File: config.mk
export PLATFORM = sky130hd
export DESIGN_NAME = sseb_bank
export DESIGN_NICKNAME = d
export VERILOG_FILES = /design/src/core/sseb_pkg.sv /design/src/core/sseb_bank.sv /design/src/core/sseb_event_reg.sv /design/src/core/sseb_mask_reg.sv
export VERILOG_INCLUDE_DIRS = /design/src /design/src/core
export SDC_FILE = /design/constraint.sdc
export NUM_CORES = 1
export LEC_CHECK = 0
export BUFFER_PORTS_ARGS = -buffer_cell sky130_fd_sc_hd__buf_4
export CORE_ASPECT_RATIO = 1.25
export CORE_MARGIN = 2
export CORE_UTILIZATION = 53
export DETAILED_ROUTE_END_ITERATION = 6
export MAX_ROUTING_LAYER = met4
export PLACE_DENSITY = 0.86
export SLEW_MARGIN = 20
export SYNTH_ARGS = -nofsm -noshare
export SYNTH_HDL_FRONTEND = slang
export SYNTH_SLANG_ARGS = --single-unit
File: constraint.sdc
create_clock -name ref_clk -period 2.1 [get_ports ref_clk]
set_input_delay 0.21 -clock ref_clk [delete_from_list [all_inputs] [get_ports ref_clk]]
set_output_delay 0.21 -clock ref_clk [all_outputs]
set_load 0.03 [all_outputs]
File: src/core/sseb_defines.svh
// Constants of the status and event enable register bank.
`ifndef SSEB_DEFINES_SVH
`define SSEB_DEFINES_SVH

// Register selects.
`define SSEB_SEL_OPER_COND  3'h0
`define SSEB_SEL_OPER_EVT   3'h1
`define SSEB_SEL_OPER_MASK  3'h2
`define SSEB_SEL_QUES_EVT   3'h3
`define SSEB_SEL_QUES_MASK  3'h4
`define SSEB_SEL_INST_EVT   3'h5
`define SSEB_SEL_INST_MASK  3'h6
`define SSEB_SEL_MEAS_EVT   3'h7

// The measurement mask uses a fourth bit of select space.
`define SSEB_SEL_MEAS_MASK  4'h8

// Writable bit positions of each mask.
`define SSEB_OPER_USED      16'h0030
`define SSEB_QUES_USED      16'h5a13
`define SSEB_INST_USED      8'hea
`define SSEB_MEAS_USED      8'hea

// Reset values.
`define SSEB_RST_16         16'h0000
`define SSEB_RST_8          8'h00

// Largest value a mask write may carry.
`define SSEB_MAX_16         32'h0000ffff
`define SSEB_MAX_8          32'h000000ff

`endif

File: src/core/sseb_pkg.sv
// Types shared by the status and event enable register bank.
package sseb_pkg;

   typedef struct packed {
      logic        valid;
      logic        write;
      logic [3:0]  sel;
      logic [31:0] value;
   } sseb_cmd_t;

   typedef struct packed {
      logic        valid;
      logic [15:0] data;
      logic        exec_error;
   } sseb_rsp_t;

   typedef enum logic [1:0] {
      SSEB_IDLE,
      SSEB_ANSWER
   } sseb_state_t;

endpackage : sseb_pkg

File: src/core/sseb_bank.sv
// Status reporting register bank: condition, event and enable mask registers.
//
// Operation
// - Condition read returns the 16-bit live value and changes nothing.
// - Operation event read returns its value, then clears it.
// - Questionable event read returns its 16-bit value, then clears it.
// - Instrument error event read returns its 8-bit value, then clears it.
// - Measurement event read returns its 8-bit value, then clears it.
// - Operation enable mask is a 16-bit writable, readable register.
// - Out-of-range mask write stores the limit and flags an execution error.
// - Operation mask ignores ones in bits 0-3 and 6-15, no error.
// - Questionable enable mask is a 16-bit writable, readable register.
// - Questionable mask ignores bits 2-3, 5-8, 10, 13, 15, no error.
// - Instrument error mask is 8-bit; bits 0, 2, 4 ignored.
// - Measurement mask is 8-bit; bits 0, 2, 4 ignored, no error.
`timescale 1ns/1ps
`include "sseb_defines.svh"

module sseb_bank (
   // Clock and reset
   input  wire logic                ref_clk,
   input  wire logic                rst_n,
   // Command interpreter request and answer
   input  wire sseb_pkg::sseb_cmd_t cmd,
   output sseb_pkg::sseb_rsp_t      rsp,
   // Status sources
   input  wire logic [15:0]         operation_condition,
   input  wire logic [15:0]         operation_set,
   input  wire logic [15:0]         questionable_set,
   input  wire logic [7:0]          instrument_error_set,
   input  wire logic [7:0]          measurement_set,
   // Summaries
   output logic                     operation_summary,
   output logic                     questionable_summary,
   output logic                     instrument_error_summary,
   output logic                     measurement_summary
);

   ////////////////////////////////////////////////////////////////////////////
   // Decode

   logic        is_read;
   logic        is_write;
   logic        rd_oper_evt;
   logic        rd_ques_evt;
   logic        rd_inst_evt;
   logic        rd_meas_evt;
   logic        wr_oper_mask;
   logic        wr_ques_mask;
   logic        wr_inst_mask;
   logic        wr_meas_mask;

   assign is_read      = cmd.valid && !cmd.write;
   assign is_write     = cmd.valid && cmd.write;
   assign rd_oper_evt  = is_read && (cmd.sel == {1'b0, `SSEB_SEL_OPER_EVT});
   assign rd_ques_evt  = is_read && (cmd.sel == {1'b0, `SSEB_SEL_QUES_EVT});
   assign rd_inst_evt  = is_read && (cmd.sel == {1'b0, `SSEB_SEL_INST_EVT});
   assign rd_meas_evt  = is_read && (cmd.sel == {1'b0, `SSEB_SEL_MEAS_EVT});
   assign wr_oper_mask = is_write && (cmd.sel == {1'b0, `SSEB_SEL_OPER_MASK});
   assign wr_ques_mask = is_write && (cmd.sel == {1'b0, `SSEB_SEL_QUES_MASK});
   assign wr_inst_mask = is_write && (cmd.sel == {1'b0, `SSEB_SEL_INST_MASK});
   assign wr_meas_mask = is_write && (cmd.sel == `SSEB_SEL_MEAS_MASK);

   ////////////////////////////////////////////////////////////////////////////
   // Masks

   logic [15:0] operation_event_mask;
   logic [15:0] questionable_event_mask;
   logic [7:0]  instrument_error_mask;
   logic [7:0]  measurement_event_mask;
   logic        err_oper;
   logic        err_ques;
   logic        err_inst;
   logic        err_meas;

   sseb_mask_reg #(.WIDTH(16), .USED(`SSEB_OPER_USED)) u_oper_mask (
      .ref_clk     (ref_clk),
      .rst_n       (rst_n),
      .write       (wr_oper_mask),
      .wr_value    (cmd.value),
      .mask        (operation_event_mask),
      .range_error (err_oper)
   );

   sseb_mask_reg #(.WIDTH(16), .USED(`SSEB_QUES_USED)) u_ques_mask (
      .ref_clk     (ref_clk),
      .rst_n       (rst_n),
      .write       (wr_ques_mask),
      .wr_value    (cmd.value),
      .mask        (questionable_event_mask),
      .range_error (err_ques)
   );

   sseb_mask_reg #(.WIDTH(8), .USED({8'h00, `SSEB_INST_USED})) u_inst_mask (
      .ref_clk     (ref_clk),
      .rst_n       (rst_n),
      .write       (wr_inst_mask),
      .wr_value    (cmd.value),
      .mask        (instrument_error_mask),
      .range_error (err_inst)
   );

   sseb_mask_reg #(.WIDTH(8), .USED({8'h00, `SSEB_MEAS_USED})) u_meas_mask (
      .ref_clk     (ref_clk),
      .rst_n       (rst_n),
      .write       (wr_meas_mask),
      .wr_value    (cmd.value),
      .mask        (measurement_event_mask),
      .range_error (err_meas)
   );

   ////////////////////////////////////////////////////////////////////////////
   // Event registers

   logic [15:0] operation_event;
   logic [15:0] questionable_event;
   logic [7:0]  instrument_error_event;
   logic [7:0]  measurement_event;

   sseb_event_reg #(.WIDTH(16)) u_oper_evt (
      .ref_clk    (ref_clk),
      .rst_n      (rst_n),
      .event_in   (operation_set),
      .read_clear (rd_oper_evt),
      .mask       (operation_event_mask),
      .value      (operation_event),
      .summary    (operation_summary)
   );

   sseb_event_reg #(.WIDTH(16)) u_ques_evt (
      .ref_clk    (ref_clk),
      .rst_n      (rst_n),
      .event_in   (questionable_set),
      .read_clear (rd_ques_evt),
      .mask       (questionable_event_mask),
      .value      (questionable_event),
      .summary    (questionable_summary)
   );

   sseb_event_reg #(.WIDTH(8)) u_inst_evt (
      .ref_clk    (ref_clk),
      .rst_n      (rst_n),
      .event_in   (instrument_error_set),
      .read_clear (rd_inst_evt),
      .mask       (instrument_error_mask),
      .value      (instrument_error_event),
      .summary    (instrument_error_summary)
   );

   sseb_event_reg #(.WIDTH(8)) u_meas_evt (
      .ref_clk    (ref_clk),
      .rst_n      (rst_n),
      .event_in   (measurement_set),
      .read_clear (rd_meas_evt),
      .mask       (measurement_event_mask),
      .value      (measurement_event),
      .summary    (measurement_summary)
   );

   ////////////////////////////////////////////////////////////////////////////
   // Answer

   sseb_pkg::sseb_rsp_t next_rsp;
   logic [15:0]         read_mux;

   // The read value is the pre-clear contents, sampled in the same cycle as the clear.
   always_comb begin
      read_mux = 16'h0000;
      unique case (cmd.sel)
         {1'b0, `SSEB_SEL_OPER_COND}: read_mux = operation_condition;
         {1'b0, `SSEB_SEL_OPER_EVT}:  read_mux = operation_event;
         {1'b0, `SSEB_SEL_OPER_MASK}: read_mux = operation_event_mask;
         {1'b0, `SSEB_SEL_QUES_EVT}:  read_mux = questionable_event;
         {1'b0, `SSEB_SEL_QUES_MASK}: read_mux = questionable_event_mask;
         {1'b0, `SSEB_SEL_INST_EVT}:  read_mux = {8'h00, instrument_error_event};
         {1'b0, `SSEB_SEL_INST_MASK}: read_mux = {8'h00, instrument_error_mask};
         {1'b0, `SSEB_SEL_MEAS_EVT}:  read_mux = {8'h00, measurement_event};
         `SSEB_SEL_MEAS_MASK:         read_mux = {8'h00, measurement_event_mask};
         default:                     read_mux = 16'h0000;
      endcase
      next_rsp.valid      = cmd.valid;
      next_rsp.data       = is_read ? read_mux : 16'h0000;
      next_rsp.exec_error = err_oper | err_ques | err_inst | err_meas;
   end

   always_ff @(posedge ref_clk) begin
      if (!rst_n) begin
         rsp <= '0;
      end else begin
         rsp <= next_rsp;
      end
   end

endmodule : sseb_bank

File: src/core/sseb_event_reg.sv
// One latching event register that clears on read, with its mask and summary.
`timescale 1ns/1ps
`include "sseb_defines.svh"

module sseb_event_reg #(
   parameter int WIDTH = 16
) (
   // Clock and reset
   input  wire logic             ref_clk,
   input  wire logic             rst_n,
   // Event sources and read clear
   input  wire logic [WIDTH-1:0] event_in,
   input  wire logic             read_clear,
   input  wire logic [WIDTH-1:0] mask,
   // State
   output logic      [WIDTH-1:0] value,
   output logic                  summary
);

   // Refuse at elaboration a width that the 16-bit answer path cannot carry.
   if (WIDTH < 1 || WIDTH > 16) begin : g_bad_width
      $error("sseb_event_reg width out of range");
   end

   logic [WIDTH-1:0] next_value;

   // An event in the read cycle is kept, so nothing raised while reading is lost.
   always_comb begin
      next_value = read_clear ? event_in : (value | event_in);
   end

   always_ff @(posedge ref_clk) begin
      if (!rst_n) begin
         value <= '0;
      end else begin
         value <= next_value;
      end
   end

   assign summary = |(value & mask);

endmodule : sseb_event_reg

File: src/core/sseb_mask_reg.sv
// One enable mask with range clamping and unused bits forced to zero.
`timescale 1ns/1ps
`include "sseb_defines.svh"

module sseb_mask_reg #(
   parameter int              WIDTH = 16,
   parameter logic [15:0]     USED  = 16'hffff
) (
   // Clock and reset
   input  wire logic             ref_clk,
   input  wire logic             rst_n,
   // Write port
   input  wire logic             write,
   input  wire logic [31:0]      wr_value,
   // State
   output logic      [WIDTH-1:0] mask,
   output logic                  range_error
);

   // Only the two documented limits are known, so other widths are refused at elaboration.
   if (WIDTH != 8 && WIDTH != 16) begin : g_bad_width
      $error("sseb_mask_reg width must be 8 or 16");
   end

   localparam logic [31:0] MAX_VALUE = (WIDTH == 8) ? `SSEB_MAX_8 : `SSEB_MAX_16;

   logic [WIDTH-1:0] next_mask;
   logic [WIDTH-1:0] clamped;

   // The value is an unsigned count, so only the upper limit can be crossed.
   always_comb begin
      range_error = write && (wr_value > MAX_VALUE);
      clamped     = range_error ? MAX_VALUE[WIDTH-1:0] : wr_value[WIDTH-1:0];
      next_mask   = write ? (clamped & USED[WIDTH-1:0]) : mask;
   end

   always_ff @(posedge ref_clk) begin
      if (!rst_n) begin
         mask <= '0;
      end else begin
         mask <= next_mask;
      end
   end

endmodule : sseb_mask_reg

==> Implementation_results.wiki <==
{| class="wikitable"
! Metric !! Value
|-
| Period minus WS final || 1.61 ns
|-
| Reg2Reg Launch Point || u_inst_mask.mask[5]$_SDFFE_PN0P_
|-
| Critical Path RT || 1.89 ns
|-
| Headroom to the max-slew limit || between 50 and 60%
|-
| Combined global-route utilization of all metal layers || ~30%
|-
| Count of mapped cells out of synthesis || slightly below 400
|-
| Setup crit end kind || output pin
|-
| Number of different library cells in the post-synthesis netlist || 48
|-
| Average routed wire per standard cell || 17.8 µm
|-
| Synthesized net count || ~500
|-
| Vias in the first global route || between 3k and 4k
|-
| Count of unresolved DRC violations after routing || 0
|-
| Floorplan die width || between 70 and 80 µm
|-
| Starting Density || 54.7%
|-
| Final ANT Viol Nets || 0
|-
| Async set-reset flop share out of synthesis || 0%
|-
| Fillers || a little under 500
|-
| Die area || roughly 7500 µm²
|-
| Area post-placement || between 4000 and 5000 µm²
|-
| # resized after CTS || 0
|-
| Final setup violation count || 0
|-
| Fraction of power consumed by sequential logic || between 50% and 60%
|-
| Global-route wire length before repair || approximately 17 mm
|-
| Vias after detailed routing || 3646
|-
| First-iteration detailed-routing DRC count || around 380
|-
| Max-cap violations || 0
|-
| RSZ-0062 raised after global routing || no
|-
| Count of buffers inserted at the top-level ports || approximately 120
|-
| Post-route worst setup slack || roughly 0.49 ns
|-
| Net load switching power || approximately 0.00085 W
|-
| Count of flip-flops with a built-in enable after synthesis || 0
|-
| Grt total ovfl || 0
|-
| Fin crit share || between 70% and 80%
|-
| CTS buffer count || 9
|-
| Ratio of routed vias to standard cells || between 6 and 7
|-
| Combined area of all synthesized cells || ~3600 µm²
|-
| Final hold violation count || 0
|-
| Number of storage elements in the synthesis netlist || 85
|-
| Net total in the final layout || around 620
|-
| Pin slew with the least headroom to its limit || about 0.62 ns
|-
| Setup Crit Path Kind || reg -> out
|-
| Library cell used as clock root buffer || clkbuf_8
|-
| Power density normalized to cell area || between 700 and 800 nW/µm²
|-
| Share of total power consumed by net switching || approximately a quarter
|-
| Ports placed on the boundary || between 100 and 150
|-
| Detailed placement HPWL || about 7.9 mm
|-
| Largest fanout on the critical path || 3
|-
| End of the worst register-to-register path || rsp[6]$_SDFF_PN0_
|-
| Die outline height || just under 100 µm
|-
| Register-to-Register Path Depth || 4
|-
| Worst hold margin || 0.0585 ns
|-
| Worst setup endpoint || questionable_summary
|-
| Register clock-pin slew on the reported worst setup and hold paths || ~0.09 ns
|-
| Maximum count of clock buffers along a single path || 2
|-
| Count of hold-fix buffers inserted at cts || 0
|-
| Leading cell types in the layout, fill and taps excluded || 134 x buf_4, 85 x dfxtp_1, 70 x nor2_1, 54 x a21oi_1, 11 x a22oi_1
|-
| Total Neg Setup Slack || 0 ns
|-
| Share of the core filled with cells in the final layout || 73.5%
|-
| Peak supply drop || approximately 0.00053 V
|-
| Number of sinks driven by the clock tree || between 80 and 90
|-
| Core area || roughly 6600 µm²
|-
| Design area || between 4000 and 5000 µm²
|-
| Maximum number of pins on one net before global-route repair || 40
|-
| Setup crit start kind || register
|-
| Antenna diodes || 0
|-
| Overall routed net length || around 11 mm
|-
| Number of pins with negative max-slew slack in the final report || 0
|-
| Setup WS pre-CTS || about 0.43 ns
|-
| Clock tree from TritonCTS || yes
|-
| Fraction of the yosys area taken by sequential cells || a little under half
|-
| Share of cells above drive strength 1 || roughly a third
|-
| Clock insertion delay at the later pin of the skew report || roughly 0.35 ns
|-
| Number of warnings issued by yosys || 0
|-
| Worst reg-to-reg setup slack || slightly below 0.8 ns
|-
| Number of instances on the worst hold path || 3
|-
| Synth Area per Inst || around 9.1 µm²
|-
| Leading cell type in the layout, fill and taps excluded || buf_4
|-
| Routability congestion estimate from global placement || slightly above 0.9
|-
| Dominant cells by area after synthesis || dfxtp_1 47%, a21oi_1 7.5%, nor2_1 7.3%
|-
| LEAKAGE || roughly 2.1 nW
|-
| Top achievable clock speed || 0.621 GHz
|-
| Fraction of synthesized cell area taken by the top area cell type || between 40% and 50%
|-
| Cell internal power dissipation || ~0.0026 W
|-
| Gate power share || about an eighth
|-
| Data arrival time of the critical path || 1.40 ns
|-
| Most area-hungry cell type in the Yosys netlist || dfxtp_1
|-
| Number of antenna violations at the first check in global routing || 0
|-
| Fraction of power consumed by the clock network || roughly 37%
|-
| Post CTS Setup Buffer Count || 0
|-
| Number of H-tree levels || 3
|-
| Kind of path behind the tightest hold check || in -> reg
|-
| Start point of the critical path || u_ques_evt.value[9]$_SDFF_PN0_
|-
| Maximum clock skew at final layout || roughly 0.011 ns
|-
| Length of the first detailed-routing pass in iterations || 5
|-
| Row cnt || 33
|-
| Dominant synthesized flop cell || dfxtp_1
|-
| Synth-to-layout area growth || 34.3%
|-
| Outcome || completed
|}
layer usage:
metal,wire length [µm],track usage [%],part of all wire (%)
met1,4090,34.7,38
met2,5390,49.6,50
met3,958,5.63,8.9
met4,335,13.4,3.1
met5,0,-,0
cell families (layout without fill, tap and decap cells):
kind of cell           count (synthesis)  after routing  synth area share, %
and+or+nand+nor                      141            141                 20.9
AOI/OAI and AO/OA                    123            123                 23.2
muxes                                 16             16                 4.91
DFF                                   85             85                 47.4
buffers and inverters                 28            154                 3.59
synthesized netlist by cell type (8+ instances only):
library cell / instances
a21oi_1: 54
a222oi_1: 8
a22o_1: 10
a22oi_1: 11
buf_2: 13
clkbuf_1: 9
dfxtp_1: 85
mux2_1: 9
nand2_1: 8
nand2b_1: 10
nand3_1: 8
nor2_1: 70
o21ai_1: 9
o311a_1: 10
metrics by stage:
step	power [W]	instances
2_1_floorplan	0.00196	393
3_3_place_gp	0.00218	590
3_5_place_dp	0.00220	590
4_1_cts	0.00347	606
5_1_grt	0.00360	606
6_report	0.00347	606
sequential cells by signal (all words and copies together), names as in the netlist:
signal,count
u_oper_evt.value,16
u_inst_mask.mask,5
u_inst_evt.value,8
u_meas_mask.mask,5
u_ques_evt.value,16
u_oper_mask.mask,2
u_ques_mask.mask,7
rsp,18
u_meas_evt.value,8
power groups by stage:
stage | combinational (W) | sequential, W | clock (W)
5_1_grt | 0.000465 | 0.00175 | 0.00139
2_1_floorplan | 0.000202 | 0.00176 | 0
6_report | 0.000432 | 0.00174 | 0.00130
3_5_place_dp | 0.000425 | 0.00178 | 0
3_3_place_gp | 0.000412 | 0.00177 | 0
4_1_cts | 0.000428 | 0.00174 | 0.00131
layout make-up:
type	count	area [µm²]	area share, %
Timing Repair Buffer	134	1010	20.9
Sequential cell	85	1700	35.3
Tap cell	87	109	2.26
Inverter	4	15.0	0.311
Multi-Input combinational cell	280	1760	36.5
Clock inverter	6	93.8	1.95
Clock buffer	10	138	2.85
worst min-delay path by stage:
stage | startpoint | end | slack [ns]
final | operation_set[13] | u_oper_evt.value[13]$_SDFF_PN0_ | 0.06
after global routing | operation_set[10] | u_oper_evt.value[10]$_SDFF_PN0_ | 0.05
after CTS | operation_set[13] | u_oper_evt.value[13]$_SDFF_PN0_ | 0.05
after detailed placement | operation_set[13] | u_oper_evt.value[13]$_SDFF_PN0_ | 0.42
after global placement | questionable_set[2] | u_ques_evt.value[2]$_SDFF_PN0_ | 0.41
after floorplan | instrument_error_set[0] | u_inst_evt.value[0]$_SDFF_PN0_ | 0.33
critical path, stage by stage (launching register included):
cell      delay (ns)
dfxtp_1         0.34
a222oi_1        0.38
nand3_1         0.14
buf_4           0.19
Power figures use the tool's default switching activity.
